--- config.mk ---
export PLATFORM = sky130hd
export DESIGN_NAME = adr_ctrl_regs
export DESIGN_NICKNAME = d
export VERILOG_FILES = /design/src/design/adr_ctrl_regs.v /design/src/design/adr_reg_array.v
export VERILOG_INCLUDE_DIRS = /design/src /design/src/design
export SDC_FILE = /design/constraint.sdc
export NUM_CORES = 1
export LEC_CHECK = 0
export BUFFER_PORTS_ARGS = -buffer_cell sky130_fd_sc_hd__buf_2
export CAP_MARGIN = 10
export CORE_AREA = 2 2 119 121
export CTS_CLUSTER_DIAMETER = 100
export DETAILED_ROUTE_END_ITERATION = 16
export DIE_AREA = 0 0 121 123
export PLACE_DENSITY_LB_ADDON = 0.2
export SETUP_SLACK_MARGIN = 0.3
export SLEW_MARGIN = 20
export SYNTH_ARGS = -nofsm -noshare
export SYNTH_HDL_FRONTEND = slang
export SYNTH_SLANG_ARGS = --single-unit
--- constraint.sdc ---
create_clock -name ref_clk -period 2.55 [get_ports ref_clk]
set_input_delay 0.1275 -clock ref_clk [delete_from_list [all_inputs] [get_ports ref_clk]]
set_output_delay 0.1275 -clock ref_clk [all_outputs]
set_load 0.005 [all_outputs]
--- src/design/adr_consts.vh ---
// Functional notes
// - Read-only 8-bit revision register at offset 0x00.
// - Read-only identifier at 0x01, fixed code, untouched by any reset.
// - Clock control bit 0 loads the PLL fraction; it is 1 after boot.
// - Clock control bit 1 feeds the output divider from the reference clock.
// - Clock control bit 2 feeds the core divider from the reference clock.
// - Clock control bit 3 disables the VCO output.
// - Clock control bit 4 puts the system clock on the output clock pin.
// - Clock control bit 5 enables the output clock pad; set on reset.
// - Clock control bit 6 disables the crystal drive pad.
// - Clock control bit 7 makes the shared pin a buffered master clock.
// - PLL factor registers 0x06 and 0x07 are read/write, owned by firmware.
// - Polarity 0x00: data launched falling, sampled on rising bit clock edge.
// - Polarity 0x04 (reset): data launched rising, sampled on falling edge.
// - Error register low nibble: 0 none, 1 CRC failure, 2 no data.
// - Any write to 0x10 soft resets: clears command, interrupt, goes idle.
// - Play bit 0 at 0x13 acts only while the decoder is decoding.
// - Mute bit 0 at 0x14 silences output but keeps the output clock running.
// - Internal address counter advances after each byte read or written.
`ifndef ADR_CONSTS_VH
`define ADR_CONSTS_VH

`define ADR_AW              7
`define ADR_DW              8
`define ADR_OFF_REVISION    7'h00
`define ADR_OFF_IDENT       7'h01
`define ADR_OFF_CLKCTL      7'h05
`define ADR_OFF_PLLM        7'h06
`define ADR_OFF_PLLN        7'h07
`define ADR_OFF_POLARITY    7'h0D
`define ADR_OFF_ERROR       7'h0F
`define ADR_OFF_SOFTRST     7'h10
`define ADR_OFF_PLAY        7'h13
`define ADR_OFF_MUTE        7'h14
`define ADR_OFF_CMDINT      7'h16
`define ADR_RST_CLKCTL      8'h21
`define ADR_RST_PLLM        8'h0C
`define ADR_RST_PLLN        8'h00
`define ADR_RST_POLARITY    8'h04
`define ADR_POL_BIT         2
`define ADR_ERR_NONE        4'h0
`define ADR_ERR_CRC         4'h1
`define ADR_ERR_NODATA      4'h2
`define ADR_CLK_LOADFRAC    0
`define ADR_CLK_REFOUT      1
`define ADR_CLK_REFCORE     2
`define ADR_CLK_VCODIS      3
`define ADR_CLK_SYSOUT      4
`define ADR_CLK_PADEN       5
`define ADR_CLK_XTALDIS     6
`define ADR_CLK_BUFMCLK     7

`endif

--- src/design/adr_ctrl_regs.v ---
`timescale 1ns/100ps
`default_nettype none
`include "adr_consts.vh"

// Control and status register bank behind the two-wire control bus engine.
module adr_ctrl_regs #(
	parameter [7:0] REVISION = 8'h10, // Arbitrary revision value.
	parameter [7:0] IDENT    = 8'h5A  // Arbitrary identification code.
) (
	// Clock and reset.
	input  wire                  ref_clk,
	input  wire                  rst_n,
	// Byte port from the serial bus engine.
	input  wire                  addrLoad,
	input  wire [`ADR_AW-1:0]    addrIn,
	input  wire                  byteWrite,
	input  wire [`ADR_DW-1:0]    byteWrData,
	input  wire                  byteRead,
	output reg  [`ADR_DW-1:0]    byteRdData,
	output reg  [`ADR_AW-1:0]    addrCount,
	// Decoder core status.
	input  wire                  coreDecoding,
	input  wire                  errorEvent,
	input  wire [3:0]            errorCode,
	input  wire                  fracLoadDone,
	// Clock generator controls.
	output reg                   loadFraction,
	output reg                   refToOutputDivider,
	output reg                   refToCoreDivider,
	output reg                   vcoDisable,
	output reg                   systemClockToOutput,
	output reg                   outputClockPadEnable,
	output reg                   crystalDriveDisable,
	output reg                   bufferedMasterClockEnable,
	output reg  [`ADR_DW-1:0]    pllFeedbackFactor,
	output reg  [`ADR_DW-1:0]    pllInputFactor,
	// Bitstream input and playback controls.
	output reg                   sampleOnFallingEdge,
	output reg                   playActive,
	output reg                   muteActive,
	output reg                   outputClockRun,
	output reg                   softRestart,
	output reg                   interruptCmd
);
	reg  [7:0] polarity;
	reg  [3:0] lastError;
	reg        playReq;
	wire [7:0] scratchData;
	wire [`ADR_AW-1:0] rdPtr;
	wire       softWrite;
	reg  [7:0] next_rdData;

	// Writes to the soft restart location act at once; data is ignored.
	assign softWrite = byteWrite && (addrCount == `ADR_OFF_SOFTRST);
	// A read targets the address being loaded while addrLoad is high, otherwise the current counter value.
	assign rdPtr = addrLoad ? addrIn : addrCount;

	// Reserved locations get backing storage so stray accesses stay harmless.
	adr_reg_array uScratch (
		.ref_clk (ref_clk),
		.rst_n   (rst_n),
		.wrEn    (byteWrite),
		.wrAddr  (addrCount),
		.wrData  (byteWrData),
		.rdAddr  (rdPtr),
		.rdData  (scratchData)
	);

	// Address counter: loaded by the bus engine, then steps per data byte.
	always @(posedge ref_clk) begin
		if (!rst_n) begin
			addrCount <= 7'h00;
		end else if (addrLoad) begin
			addrCount <= addrIn;
		end else if (byteWrite || byteRead) begin
			addrCount <= addrCount + 7'h01;
		end
	end

	// Clock control bits, one flop each so every control drives a pin directly.
	always @(posedge ref_clk) begin
		if (!rst_n) begin
			loadFraction              <= 1'b1;
			refToOutputDivider        <= 1'b0;
			refToCoreDivider          <= 1'b0;
			vcoDisable                <= 1'b0;
			systemClockToOutput       <= 1'b0;
			outputClockPadEnable      <= 1'b1;
			crystalDriveDisable       <= 1'b0;
			bufferedMasterClockEnable <= 1'b0;
		end else if (byteWrite && addrCount == `ADR_OFF_CLKCTL) begin
			loadFraction              <= byteWrData[`ADR_CLK_LOADFRAC];
			refToOutputDivider        <= byteWrData[`ADR_CLK_REFOUT];
			refToCoreDivider          <= byteWrData[`ADR_CLK_REFCORE];
			vcoDisable                <= byteWrData[`ADR_CLK_VCODIS];
			systemClockToOutput       <= byteWrData[`ADR_CLK_SYSOUT];
			outputClockPadEnable      <= byteWrData[`ADR_CLK_PADEN];
			crystalDriveDisable       <= byteWrData[`ADR_CLK_XTALDIS];
			bufferedMasterClockEnable <= byteWrData[`ADR_CLK_BUFMCLK];
		end
	end

	// PLL factors and bitstream polarity. Firmware owns the factors; host
	// writes land but should not be made.
	always @(posedge ref_clk) begin
		if (!rst_n) begin
			pllFeedbackFactor   <= `ADR_RST_PLLM;
			pllInputFactor      <= `ADR_RST_PLLN;
			polarity            <= `ADR_RST_POLARITY;
			sampleOnFallingEdge <= 1'b1;
		end else if (byteWrite) begin
			if (addrCount == `ADR_OFF_PLLM) begin
				pllFeedbackFactor <= byteWrData;
			end else if (addrCount == `ADR_OFF_PLLN) begin
				pllInputFactor <= byteWrData;
			end else if (addrCount == `ADR_OFF_POLARITY) begin
				polarity            <= byteWrData;
				sampleOnFallingEdge <= byteWrData[`ADR_POL_BIT];
			end
		end
	end

	// Last error: a new error wins over soft restart clearing in that cycle.
	always @(posedge ref_clk) begin
		if (!rst_n) begin
			lastError <= `ADR_ERR_NONE;
		end else if (errorEvent) begin
			lastError <= errorCode;
		end else if (softWrite) begin
			lastError <= `ADR_ERR_NONE;
		end
	end

	// Command registers: only bit 0 is kept, so other bits read as zero.
	always @(posedge ref_clk) begin
		if (!rst_n) begin
			playReq      <= 1'b0;
			muteActive   <= 1'b0;
			interruptCmd <= 1'b0;
			softRestart  <= 1'b0;
		end else begin
			softRestart <= softWrite;
			if (softWrite) begin
				playReq      <= 1'b0;
				interruptCmd <= 1'b0;
			end else if (byteWrite) begin
				if (addrCount == `ADR_OFF_PLAY) begin
					playReq <= byteWrData[0];
				end else if (addrCount == `ADR_OFF_MUTE) begin
					muteActive <= byteWrData[0];
				end else if (addrCount == `ADR_OFF_CMDINT) begin
					interruptCmd <= byteWrData[0];
				end
			end
		end
	end

	// Play only reaches the core while it decodes; mute never stops the clock.
	always @(posedge ref_clk) begin
		if (!rst_n) begin
			playActive     <= 1'b0;
			outputClockRun <= 1'b1; // Follows the pad enable, which resets to 1.
		end else begin
			playActive     <= playReq & coreDecoding;
			outputClockRun <= outputClockPadEnable;
		end
	end

	// Read multiplexer; the soft restart location is write-only and reads zero.
	always @* begin
		next_rdData = scratchData;
		if (rdPtr == `ADR_OFF_REVISION) begin
			next_rdData = REVISION;
		end else if (rdPtr == `ADR_OFF_IDENT) begin
			next_rdData = IDENT;
		end else if (rdPtr == `ADR_OFF_CLKCTL) begin
			next_rdData = {bufferedMasterClockEnable, crystalDriveDisable,
				outputClockPadEnable, systemClockToOutput, vcoDisable,
				refToCoreDivider, refToOutputDivider, loadFraction};
		end else if (rdPtr == `ADR_OFF_PLLM) begin
			next_rdData = pllFeedbackFactor;
		end else if (rdPtr == `ADR_OFF_PLLN) begin
			next_rdData = pllInputFactor;
		end else if (rdPtr == `ADR_OFF_POLARITY) begin
			next_rdData = polarity;
		end else if (rdPtr == `ADR_OFF_ERROR) begin
			next_rdData = {4'h0, lastError};
		end else if (rdPtr == `ADR_OFF_SOFTRST) begin
			next_rdData = 8'h00;
		end else if (rdPtr == `ADR_OFF_PLAY) begin
			next_rdData = {7'h00, playReq};
		end else if (rdPtr == `ADR_OFF_MUTE) begin
			next_rdData = {7'h00, muteActive};
		end else if (rdPtr == `ADR_OFF_CMDINT) begin
			next_rdData = {7'h00, interruptCmd};
		end
	end

	// Read data is registered; the engine samples it a cycle after the address.
	always @(posedge ref_clk) begin
		if (!rst_n) begin
			byteRdData <= 8'h00;
		end else begin
			byteRdData <= next_rdData;
		end
	end
endmodule // adr_ctrl_regs

`default_nettype wire

--- src/design/adr_reg_array.v ---
`timescale 1ns/100ps
`default_nettype none
`include "adr_consts.vh"

// Generic 8-bit scratch storage for the reserved locations, with a registered read port.
module adr_reg_array (
	// Clock and reset.
	input  wire                  ref_clk,
	input  wire                  rst_n,
	// Write port.
	input  wire                  wrEn,
	input  wire [`ADR_AW-1:0]    wrAddr,
	input  wire [`ADR_DW-1:0]    wrData,
	// Read port.
	input  wire [`ADR_AW-1:0]    rdAddr,
	output reg  [`ADR_DW-1:0]    rdData
);
	reg [`ADR_DW-1:0] mem [0:15];

	// Small scratch store; only the low four address bits select a word.
	always @(posedge ref_clk) begin
		if (wrEn) begin
			mem[wrAddr[3:0]] <= wrData;
		end
		rdData <= mem[rdAddr[3:0]];
	end
endmodule // adr_reg_array

`default_nettype wire

# After elaboration in Yosys (flattened, before gate mapping)
# Memory sizes are Yosys's and may differ from the RTL's. A register that Yosys moved wholly into a read port is not among the register bits.
# Cells that the tools add are included.
# W data, S select, Z words.
[word_totals]
latch_bits = 0
mem_bits_ro = 0
inputBits = 27
memories = 1
out_inout_bits = 45
ram_bits = 128
reg_bits = 58
[memory_table]
columns = ["name", "depth", "width", "rd", "rd_ports_with_merged_regs", "wr", "line", "rtl"]
rows = [
  ["uScratch.mem", 16, 8, 1, 1, 1, "adr_reg_array.v:18", "reg [`ADR_DW-1:0] mem [0:15];"],
]
[op_classes]
multipliers = 0
eq_ne = 18
bitwise = 7
n_addsub = 1
shifts = 0
muxes = 18
n_lt_le_gt_ge = 0
reduce_logical = 15
div_mod_pow = 0
[ops]
columns = ["op", "count"]
rows = [
  ["$mux W8", 9],
  ["$eq A7 B5 Y1 const B", 8],
  ["$eq A7 B3 Y1 const B", 6],
  ["$mux W7", 4],
  ["$eq A7 B4 Y1 const B", 3],
  ["$reduce_and A4 Y1", 3],
  ["$mux W4", 2],
  ["$add A7 B1 Y7 const B", 1],
  ["$eq A7 B1 Y1 const B", 1],
  ["$logic_not A7 Y1", 1],
  ["$not A1 Y1", 6],
  ["$mux W5", 1],
  ["$reduce_and A2 Y1", 2],
  ["$reduce_bool A2 Y1", 2],
  ["$reduce_or A2 Y1", 2],
  ["$reduce_and A3 Y1", 1],
  ["$reduce_or A3 Y1", 1],
  ["$logic_and A1 B1 Y1", 2],
  ["$mux W1", 2],
  ["$and A1 B1 Y1", 1],
  ["$logic_or A1 B1 Y1", 1],
]

# Logic depth before layout (Yosys ltp)
# Gate-level depths: netlist of run 1.
[logic_depth]
word_depth = 13
ltp_mapped = 9
ltp_nobuf = 7

# Cells and area by module
# Synthesis of run 1 repeated with hierarchy kept, for this count alone.
[hier_totals]
cells_unflattened = 597
area_unflattened_um2 = 8185.4
[modules_own_cells]
columns = ["module", "cells_per_inst", "area_per_inst_um2", "n_inst"]
rows = [
  ["adr_reg_array", 229, 5147.4, 1],
  ["adr_ctrl_regs", 368, 3037.9, 1],
]

# Worst setup path after synthesis of run 1
# Ideal clock, no wire load.
[synth_path]
path_type = "flip-flop to flip-flop"
from = "reg addrCount[1]"
to = "reg uScratch.rdData[4], read port of uScratch.mem"
required_ns = 2.430
n_path_buf = 3
t_arrival_ns = 2.120
synth_period_minus_slack_ns = 2.239
setup_time_ns = 0.120
setup_slack_ns = 0.311
path_stages_with_launch = 8
cell_sequence = "dfxtp_1 > clkbuf_1 > mux2i_1 > buf_2 > buf_2 > mux4_2 > a22oi_1 > nand2_1"
[synth_between]
elab_chain_cells = 1
[synth_lines]
columns = ["element", "line", "rtl"]
rows = [
  ["start: declaration", "adr_ctrl_regs.v:20", "output reg [`ADR_AW-1:0] addrCount,"],
  ["start signal: assignment", "adr_ctrl_regs.v:74", "addrCount <= addrIn;"],
  ["start signal: assignment", "adr_ctrl_regs.v:76", "addrCount <= addrCount + 7'h01;"],
  ["$mux W7", "adr_ctrl_regs.v:56", "assign rdPtr = addrLoad ? addrIn : addrCount;"],
  ["end: declaration", "adr_reg_array.v:16", "output reg [`ADR_DW-1:0] rdData"],
]
# Every way passes these cells.
# A chain may end at the register's enable or synchronous reset.

# Worst setup path in the final report of run 1
[layout_path]
from = "reg addrCount[2]"
to = "reg byteRdData[0]"
[layout_between]
elab_chain_cells = 11
[layout_lines]
columns = ["element", "line", "rtl"]
rows = [
  ["$mux W7 *", "adr_ctrl_regs.v:56", ""],
  ["$eq A7 B5 Y1 (no source line)", "--", ""],
  ["$mux W8", "adr_ctrl_regs.v:194", "end else if (rdPtr == `ADR_OFF_CMDINT) begin"],
  ["$mux W8", "adr_ctrl_regs.v:192", "end else if (rdPtr == `ADR_OFF_MUTE) begin"],
  ["$mux W8", "adr_ctrl_regs.v:190", "end else if (rdPtr == `ADR_OFF_PLAY) begin"],
  ["$mux W8", "adr_ctrl_regs.v:188", "end else if (rdPtr == `ADR_OFF_SOFTRST) begin"],
  ["$mux W8", "adr_ctrl_regs.v:186", "end else if (rdPtr == `ADR_OFF_ERROR) begin"],
  ["$mux W8", "adr_ctrl_regs.v:184", "end else if (rdPtr == `ADR_OFF_POLARITY) begin"],
  ["$mux W8", "adr_ctrl_regs.v:182", "end else if (rdPtr == `ADR_OFF_PLLN) begin"],
  ["$mux W8", "adr_ctrl_regs.v:180", "end else if (rdPtr == `ADR_OFF_PLLM) begin"],
  ["$mux W8", "adr_ctrl_regs.v:176", "end else if (rdPtr == `ADR_OFF_CLKCTL) begin"],
  ["end signal: assignment", "adr_ctrl_regs.v:204", "byteRdData <= next_rdData;"],
  ["end: declaration", "adr_ctrl_regs.v:19", "output reg [`ADR_DW-1:0] byteRdData,"],
]
# Mark *: on every way between the ends. The rest lies on a longest branch, timed or not.

==> summary.md, run 1 <==
| Metric | Value |
|---|---|
| Simple logic cell fraction of the synthesized area | `9.556%` |
| Setup_tns | `0 ns` |
| Clock buffer depth | `2` |
| Area fraction of the dominant cell type after synthesis | `48.85%` |
| Distinct cells, synth | `61` |
| Inserted Diodes | `0` |
| Final min period | `2.193 ns` |
| Total Routed Length | `18.97 mm` |
| Slowest CP cell | `or2_2` |
| Die X | `121 um` |
| EDFF count, synth | `128` |
| Design Area, Final | `0.009384 mm^2` |
| Area leader, netlist | `edfxtp_1` |
| H-tree Lvls | `4` |
| F_max | `456.1 MHz` |
| Clock transition at path regs | `0.06 ns` |
| Final cycle utilization of the critical path | `85.98%` |
| Die H | `123 um` |
| Die Area | `0.01488 mm^2` |
| Layout cells sized above 1 | `29.30%` |
| Post-synthesis adder-cell area fraction | `0.6360%` |
| Comb pwr share | `9.4%` |
| Pint | `5140 uW` |
| Starting Density | `57.81%` |
| Vias in the first global route | `5125` |
| DR vias/cell | `6.102` |
| Global-route wire length before repair | `29.05 mm` |
| Clk_skew | `0.009768 ns` |
| Unrepaired setup endpoints after global routing | `false` |
| Multiplexer area fraction after synthesis | `13.74%` |
| Delay-heaviest family, CP | `compound AO/OA/AOI/OAI gates` |
| HP Class | `primary input to flip-flop` |
| Power Total | `6670 uW` |
| # nets final | `687` |
| Ports | `72` |
| Hold Vio Cnt, Final | `0` |
| Largest net degree at the start of global routing | `40` |
| Synth top area cells | `edfxtp_1 49%, dfxtp_1 17%, mux4_2 9.2%, mux2i_1 4.6%, nor2_1 2.8%` |
| Clock Power Share | `38.7%` |
| Most common cell after layout, fill and taps aside | `edfxtp_1` |
| Post-Syn Nets | `573` |
| Status | `completed` |
| Power per cell area | `710.7 mW/mm^2` |
| #FFs+latches synth | `193` |
| Clk root buf | `clkbuf_16` |
| Async SR Flop Fraction | `0%` |
| Synth Warn # | `0` |
| Most frequent cells in the layout | `128 x edfxtp_1, 70 x buf_2, 65 x dfxtp_1, 58 x nor2_1, 43 x nand2_1` |
| Slowest cell delay on critical path | `0.37 ns` |
| Slew at the pin closest to its max-slew limit | `0.8007 ns` |
| Avg Cell Area, Syn | `14.52 um^2` |
| Switch Pwr | `1530 uW` |
| Total Routing Usage GR | `26.94%` |
| Worst-skew pair later-pin latency | `0.43 ns` |
| CP max FO | `8` |
| Mapped Cells | `542` |
| Leak Pwr | `0.003370 uW` |
| Drt first pass iters | `5` |
| WS Path Type | `flip-flop to flip-flop` |
| CTS tree | `built` |
| Type of origin of the critical path | `flip-flop` |
| Max cap viols | `0` |
| Sw frac | `22.94%` |
| Remaining global-route overflow | `0` |
| Reg power frac | `51.9%` |
| TritonCTS Buffers | `17` |
| Placed cell area | `0.008650 mm^2` |
| Post-route ant nets | `0` |
| Maximum VDD drop | `0.6856 mV` |
| Initial DRC count | `546` |
| CTS sink cnt | `193` |
| Final setup viols | `0` |
| Layout area overhead | `19.26%` |
| Hpwl dp | `12.43 mm` |
| CP Cell Sequence | `buf_4 -> or2_2 -> o22ai_1 -> buf_4 -> o31ai_1 -> a21boi_0 -> o31ai_1 -> o2bb2ai_1` |
| Number of antenna violations at the first check in global routing | `0` |
| Post-synthesis xor/xnor area fraction | `0.8904%` |
| Slew Limit Fails | `0` |
| Worst setup EP type | `flip-flop` |
| Main combinational cell family by area after synthesis | `multiplexers` |
| Row count | `43` |
| Main synth FF type | `edfxtp_1` |
| Worst Path Arrival | `2.51 ns` |
| Post-synthesis cell area | `0.007869 mm^2` |
| Port bufs | `70` |
| Relative slew slack | `46.42%` |
| # DRC | `0` |
| Wire per inst | `22.35 um` |
| Worst Path Required | `2.86 ns` |
| Bufs and invs on worst path | `2` |
| RD Place Congestion | `0.9068` |
| Area of the core | `0.01361 mm^2` |
| Seq/Total Area, Yosys | `65.38%` |
| Post-synthesis compound-gate area fraction | `8.109%` |
| Via count | `5181` |
flip-flops by register name (all words and copies together) (netlist names), 4 cells and up:
signal / cells
polarity: 8
addrCount: 7
pllFeedbackFactor: 8
uScratch.rdData: 8
byteRdData: 8
lastError: 4
uScratch.mem: 128
pllInputFactor: 8
repair_timing:
item,in CTS,in global routing
buffers inserted,0,4
endpoints found under the setup margin,0,15
hold buffers,10,0
resized for setup,0,7
hold endpoints to repair,6,0
worst min-delay path: stages:
cell	delay, ns
buf_2	0.10
o21ai_0	0.07
a21oi_1	0.10
cell families (layout without fill, tap and decap cells):
family / after synthesis / in the layout
compound gates: 84 / 84
xor+xnor: 8 / 8
fa+ha+maj: 4 / 4
buf+inv: 32 / 159
flops: 193 / 193
mux: 68 / 68
simple gates: 153 / 153
power groups by stage:
stage          clock network (uW)  registers, uW  logic [uW]
3_5_place_dp                    0           3530         606
3_3_place_gp                    0           3520         596
6_report                     2580           3460         628
5_1_grt                      2720           3470         675
2_1_floorplan                   0           3520         357
4_1_cts                      2610           3460         621
through the flow:
step           hold WS [ns]  instances  utilization [%]  worst slack [ns]
3_3_place_gp         0.3696        803            63.54            0.2995
6_report            0.01751        849            68.94            0.3575
2_1_floorplan        0.2007        542                -            0.3106
4_1_cts            0.004707        845            68.54            0.3393
3_5_place_dp         0.3796        803            63.54            0.2490
5_1_grt            0.006636        849            68.94            0.3023
final timing paths:
path	start	endpoint	slack, ns	cells past startpoint
setup / recovery	addrCount[2]$_SDFFE_PN0P_	byteRdData[0]$_SDFF_PP0_	0.36	8
hold / removal	addrIn[4]	addrCount[4]$_SDFFE_PN0P_	0.02	3
setup reg to reg	addrCount[2]$_SDFFE_PN0P_	byteRdData[0]$_SDFF_PP0_	0.36	8
hold reg to reg	uScratch.rdData[7]$_DFF_P_	byteRdData[7]$_SDFF_PP0_	0.49	2
cell usage after synthesis, drive strengths merged, types with 2 or more instances:
cell type  number
o221ai          2
or2             2
ha              4
a41oi           2
nand4           3
mux2i          36
xnor2           5
clkbuf         17
nand2          43
o31ai           4
or4b            2
o2bb2ai         3
a31o            2
o22ai           3
nor4            3
a31oi           2
dfxtp          65
mux4           32
nor2           61
or3b            2
o2111ai         5
nand3b          9
inv             6
a211o           2
a221oi          8
nor3            3
nand2b          5
and3            3
a21oi          11
a21boi          2
a211oi          5
buf             8
a22oi          17
edfxtp        128
or3             3
o21ai           9
xor2            3
and2            3
nand3           7
layout make-up:
cell class	instances	area, um^2
multi-input combinational	317	2624
tap	180	225.2
inverter	7	26.28
sequential	193	5145
fill	921	4228
timing repair buffer	120	783.3
clock buffer	21	480.5
clock inverter	11	100.1
per-layer routing:
metal | track usage, % | wire (um) | vias up
li1 | - | - | 2333
met1 | 35.88 | 7961 | 2609
met2 | 43.61 | 9363 | 211
met3 | 5.581 | 1243 | 28
met4 | 11.26 | 403 | 0
met5 | 0 | 0 | -
Power figures use the tool's default switching activity.
==> inputs of run 2 (changes only) <==
==> constraint.sdc (replaced) <==
create_clock -name ref_clk -period 2.55 [get_ports ref_clk]
set_input_delay 0.255 -clock ref_clk [delete_from_list [all_inputs] [get_ports ref_clk]]
set_output_delay 0.255 -clock ref_clk [all_outputs]
set_load 0.005 [all_outputs]
==> summary.md, run 2 (synthesis gave the netlist of run 1 again) <==
| Metric | Value |
|---|---|
| Remaining global-route overflow | `0 (unchanged)` |
| WS Path Type | `flip-flop to flip-flop` |
| Power per cell area | `733.4 mW/mm^2 (+3.2%)` |
| Maximum VDD drop | `0.7868 mV (+15%)` |
| Reg power frac | `50.5% (-1.4 points)` |
| Area of the core | `0.01361 mm^2 (unchanged)` |
| Total Routing Usage GR | `26.16% (-0.78 points)` |
| # DRC | `0 (unchanged)` |
| Starting Density | `57.81% (unchanged)` |
| Hpwl dp | `12.20 mm (-1.8%)` |
| H-tree Lvls | `4 (unchanged)` |
| Largest net degree at the start of global routing | `34 (-15%)` |
| Most frequent cells in the layout | `128 x edfxtp_1, 70 x buf_2, 65 x dfxtp_1, 58 x nor2_1, 43 x nand2_1` |
| Most common cell after layout, fill and taps aside | `edfxtp_1` |
| Worst-skew pair later-pin latency | `0.43 ns (about the same)` |
| Final setup viols | `0 (unchanged)` |
| Worst Path Required | `2.86 ns (about the same)` |
| Total Routed Length | `18.65 mm (-1.7%)` |
| Final core utilization | `68.63% (-0.31 points)` |
| Die H | `123 um (unchanged)` |
| Comb pwr share | `8.9% (-0.5 points)` |
| HP Class | `primary input to flip-flop` |
| RD Place Congestion | `0.8772 (-3.3%)` |
| Clock transition at path regs | `0.07 ns (about the same)` |
| Initial DRC count | `597 (+9.3%)` |
| Layout area overhead | `18.72%` |
| Worst Path Arrival | `2.49 ns (-0.02 ns)` |
| CTS tree | `built` |
| Clk root buf | `clkbuf_16` |
| Type of origin of the critical path | `flip-flop` |
| Port bufs | `70 (unchanged)` |
| Post-route insts no fill | `839 (-1.2%)` |
| Worst setup EP type | `flip-flop` |
| Wire per inst | `22.23 um (-0.51%)` |
| CTS sink cnt | `193 (unchanged)` |
| CP max FO | `14 (+6)` |
| Status | `completed` |
| TritonCTS Buffers | `17 (unchanged)` |
| Row count | `43 (unchanged)` |
| Max cap viols | `0 (unchanged)` |
| Global-route wire length before repair | `28.41 mm (-2.2%)` |
| Setup_tns | `0 ns (unchanged)` |
| Relative slew slack | `48.25% (+1.8 points)` |
| Drt first pass iters | `5 (unchanged)` |
| Clock buffer depth | `2 (unchanged)` |
| Layout cells sized above 1 | `29.74% (+0.44 points)` |
| Sw frac | `22.41% (-0.53 points)` |
| # nets final | `677 (-1.5%)` |
| Hold Vio Cnt, Final | `0 (unchanged)` |
| DR vias/cell | `6.145 (+0.70%)` |
| Hold-fix buffers, CTS | `0 (-10)` |
| Max reg flops | `128 (unchanged)` |
| F_max | `459.6 MHz (+0.78%)` |
| Fill count | `918 (-0.33%)` |
| Slew Limit Fails | `0 (unchanged)` |
| Switch Pwr | `1535 uW (+0.35%)` |
| Clock Power Share | `40.6% (+1.9 points)` |
| Pint | `5315 uW (+3.4%)` |
| Unrepaired setup endpoints after global routing | `false` |
| Post-route ant nets | `0 (unchanged)` |
| Vias in the first global route | `5072 (-1.0%)` |
| Inserted Diodes | `0 (unchanged)` |
| Clk_skew | `0.005352 ns (-0.004416 ns)` |
| Die X | `121 um (unchanged)` |
| Final cycle utilization of the critical path | `85.32% (-0.66 points)` |
| Die Area | `0.01488 mm^2 (unchanged)` |
| Leak Pwr | `0.003371 uW (about the same)` |
| DP Cell Count | `805 (+0.25%)` |
| Number of antenna violations at the first check in global routing | `0 (unchanged)` |
| Slew at the pin closest to its max-slew limit | `0.7734 ns (-0.02725 ns)` |
| Ports | `72 (unchanged)` |
| Via count | `5156 (-0.48%)` |
| Final min period | `2.176 ns (-0.01690 ns)` |
-- run 2: power groups by stage --
stage,sequential (uW),combinational (uW),clock (uW)
CTS,3460,605,2810
finish,3460,609,2780
detailed placement,3530,600,0
floorplan,3520,357,0
global route,3470,662,2910
global placement,3520,591,0
-- run 2: path summary, 6_finish.rpt --
| path | from | end | slack [ns] | cells after the start |
|---|---|---|---|---|
| worst max-delay path | addrCount[2]$_SDFFE_PN0P_ | byteRdData[0]$_SDFF_PP0_ | 0.37 | 8 |
| worst min-delay path | errorCode[0] | lastError[0]$_SDFFE_PN0P_ | 0.07 | 3 |
| worst max register to register | addrCount[2]$_SDFFE_PN0P_ | byteRdData[0]$_SDFF_PP0_ | 0.37 | 8 |
| worst min register to register | uScratch.rdData[7]$_DFF_P_ | byteRdData[7]$_SDFF_PP0_ | 0.50 | 2 |
-- run 2: timing repair --
action	in CTS	in global routing
setup buffers	0	2
setup endpoints to repair	0	10
gates resized for setup	0	4
-- run 2: area by class of cell --
| class | instances | area (um^2) | area share (%) |
|---|---|---|---|
| repair buffers | 110 | 675.6 | 7.233 |
| well taps | 180 | 225.2 | 2.411 |
| clock buffers | 23 | 553.0 | 5.920 |
| multi-input cells | 317 | 2626 | 28.11 |
| flip-flops and latches | 193 | 5145 | 55.08 |
| inverters | 7 | 26.28 | 0.2813 |
| clock inverters | 9 | 90.09 | 0.9644 |
-- run 2: per-stage QoR --
step | hold WS [ns] | area, um^2 | setup slack (ns) | total power [uW]
4_1_cts | 0.05788 | 9308 | 0.3425 | 6875
6_report | 0.07279 | 9341 | 0.3744 | 6851
3_3_place_gp | 0.4736 | 8665 | 0.2605 | 4115
3_5_place_dp | 0.4809 | 8665 | 0.2236 | 4129
2_1_floorplan | 0.3282 | 7869 | 0.3106 | 3872
5_1_grt | 0.07563 | 9341 | 0.3282 | 7041
-- run 2: per-layer routing --
| metal | up-vias | track usage (%) | wire, um |
|---|---|---|---|
| met3 | 31 | 5.304 | 1225 |
| met1 | 2614 | 35.63 | 7868 |
| li1 | 2308 | - | - |
| met4 | 0 | 10.32 | 396 |
| met5 | - | 0 | 0 |
| met2 | 203 | 41.85 | 9162 |
-- run 2: worst max-delay path, cell delays in order, from the launching register on --
cell       delay, ns
dfxtp_1         0.31
buf_4           0.16
or2_2           0.37
o22ai_1         0.22
buf_4           0.29
o31ai_1         0.13
a21boi_0        0.27
o31ai_1         0.16
o2bb2ai_1       0.15
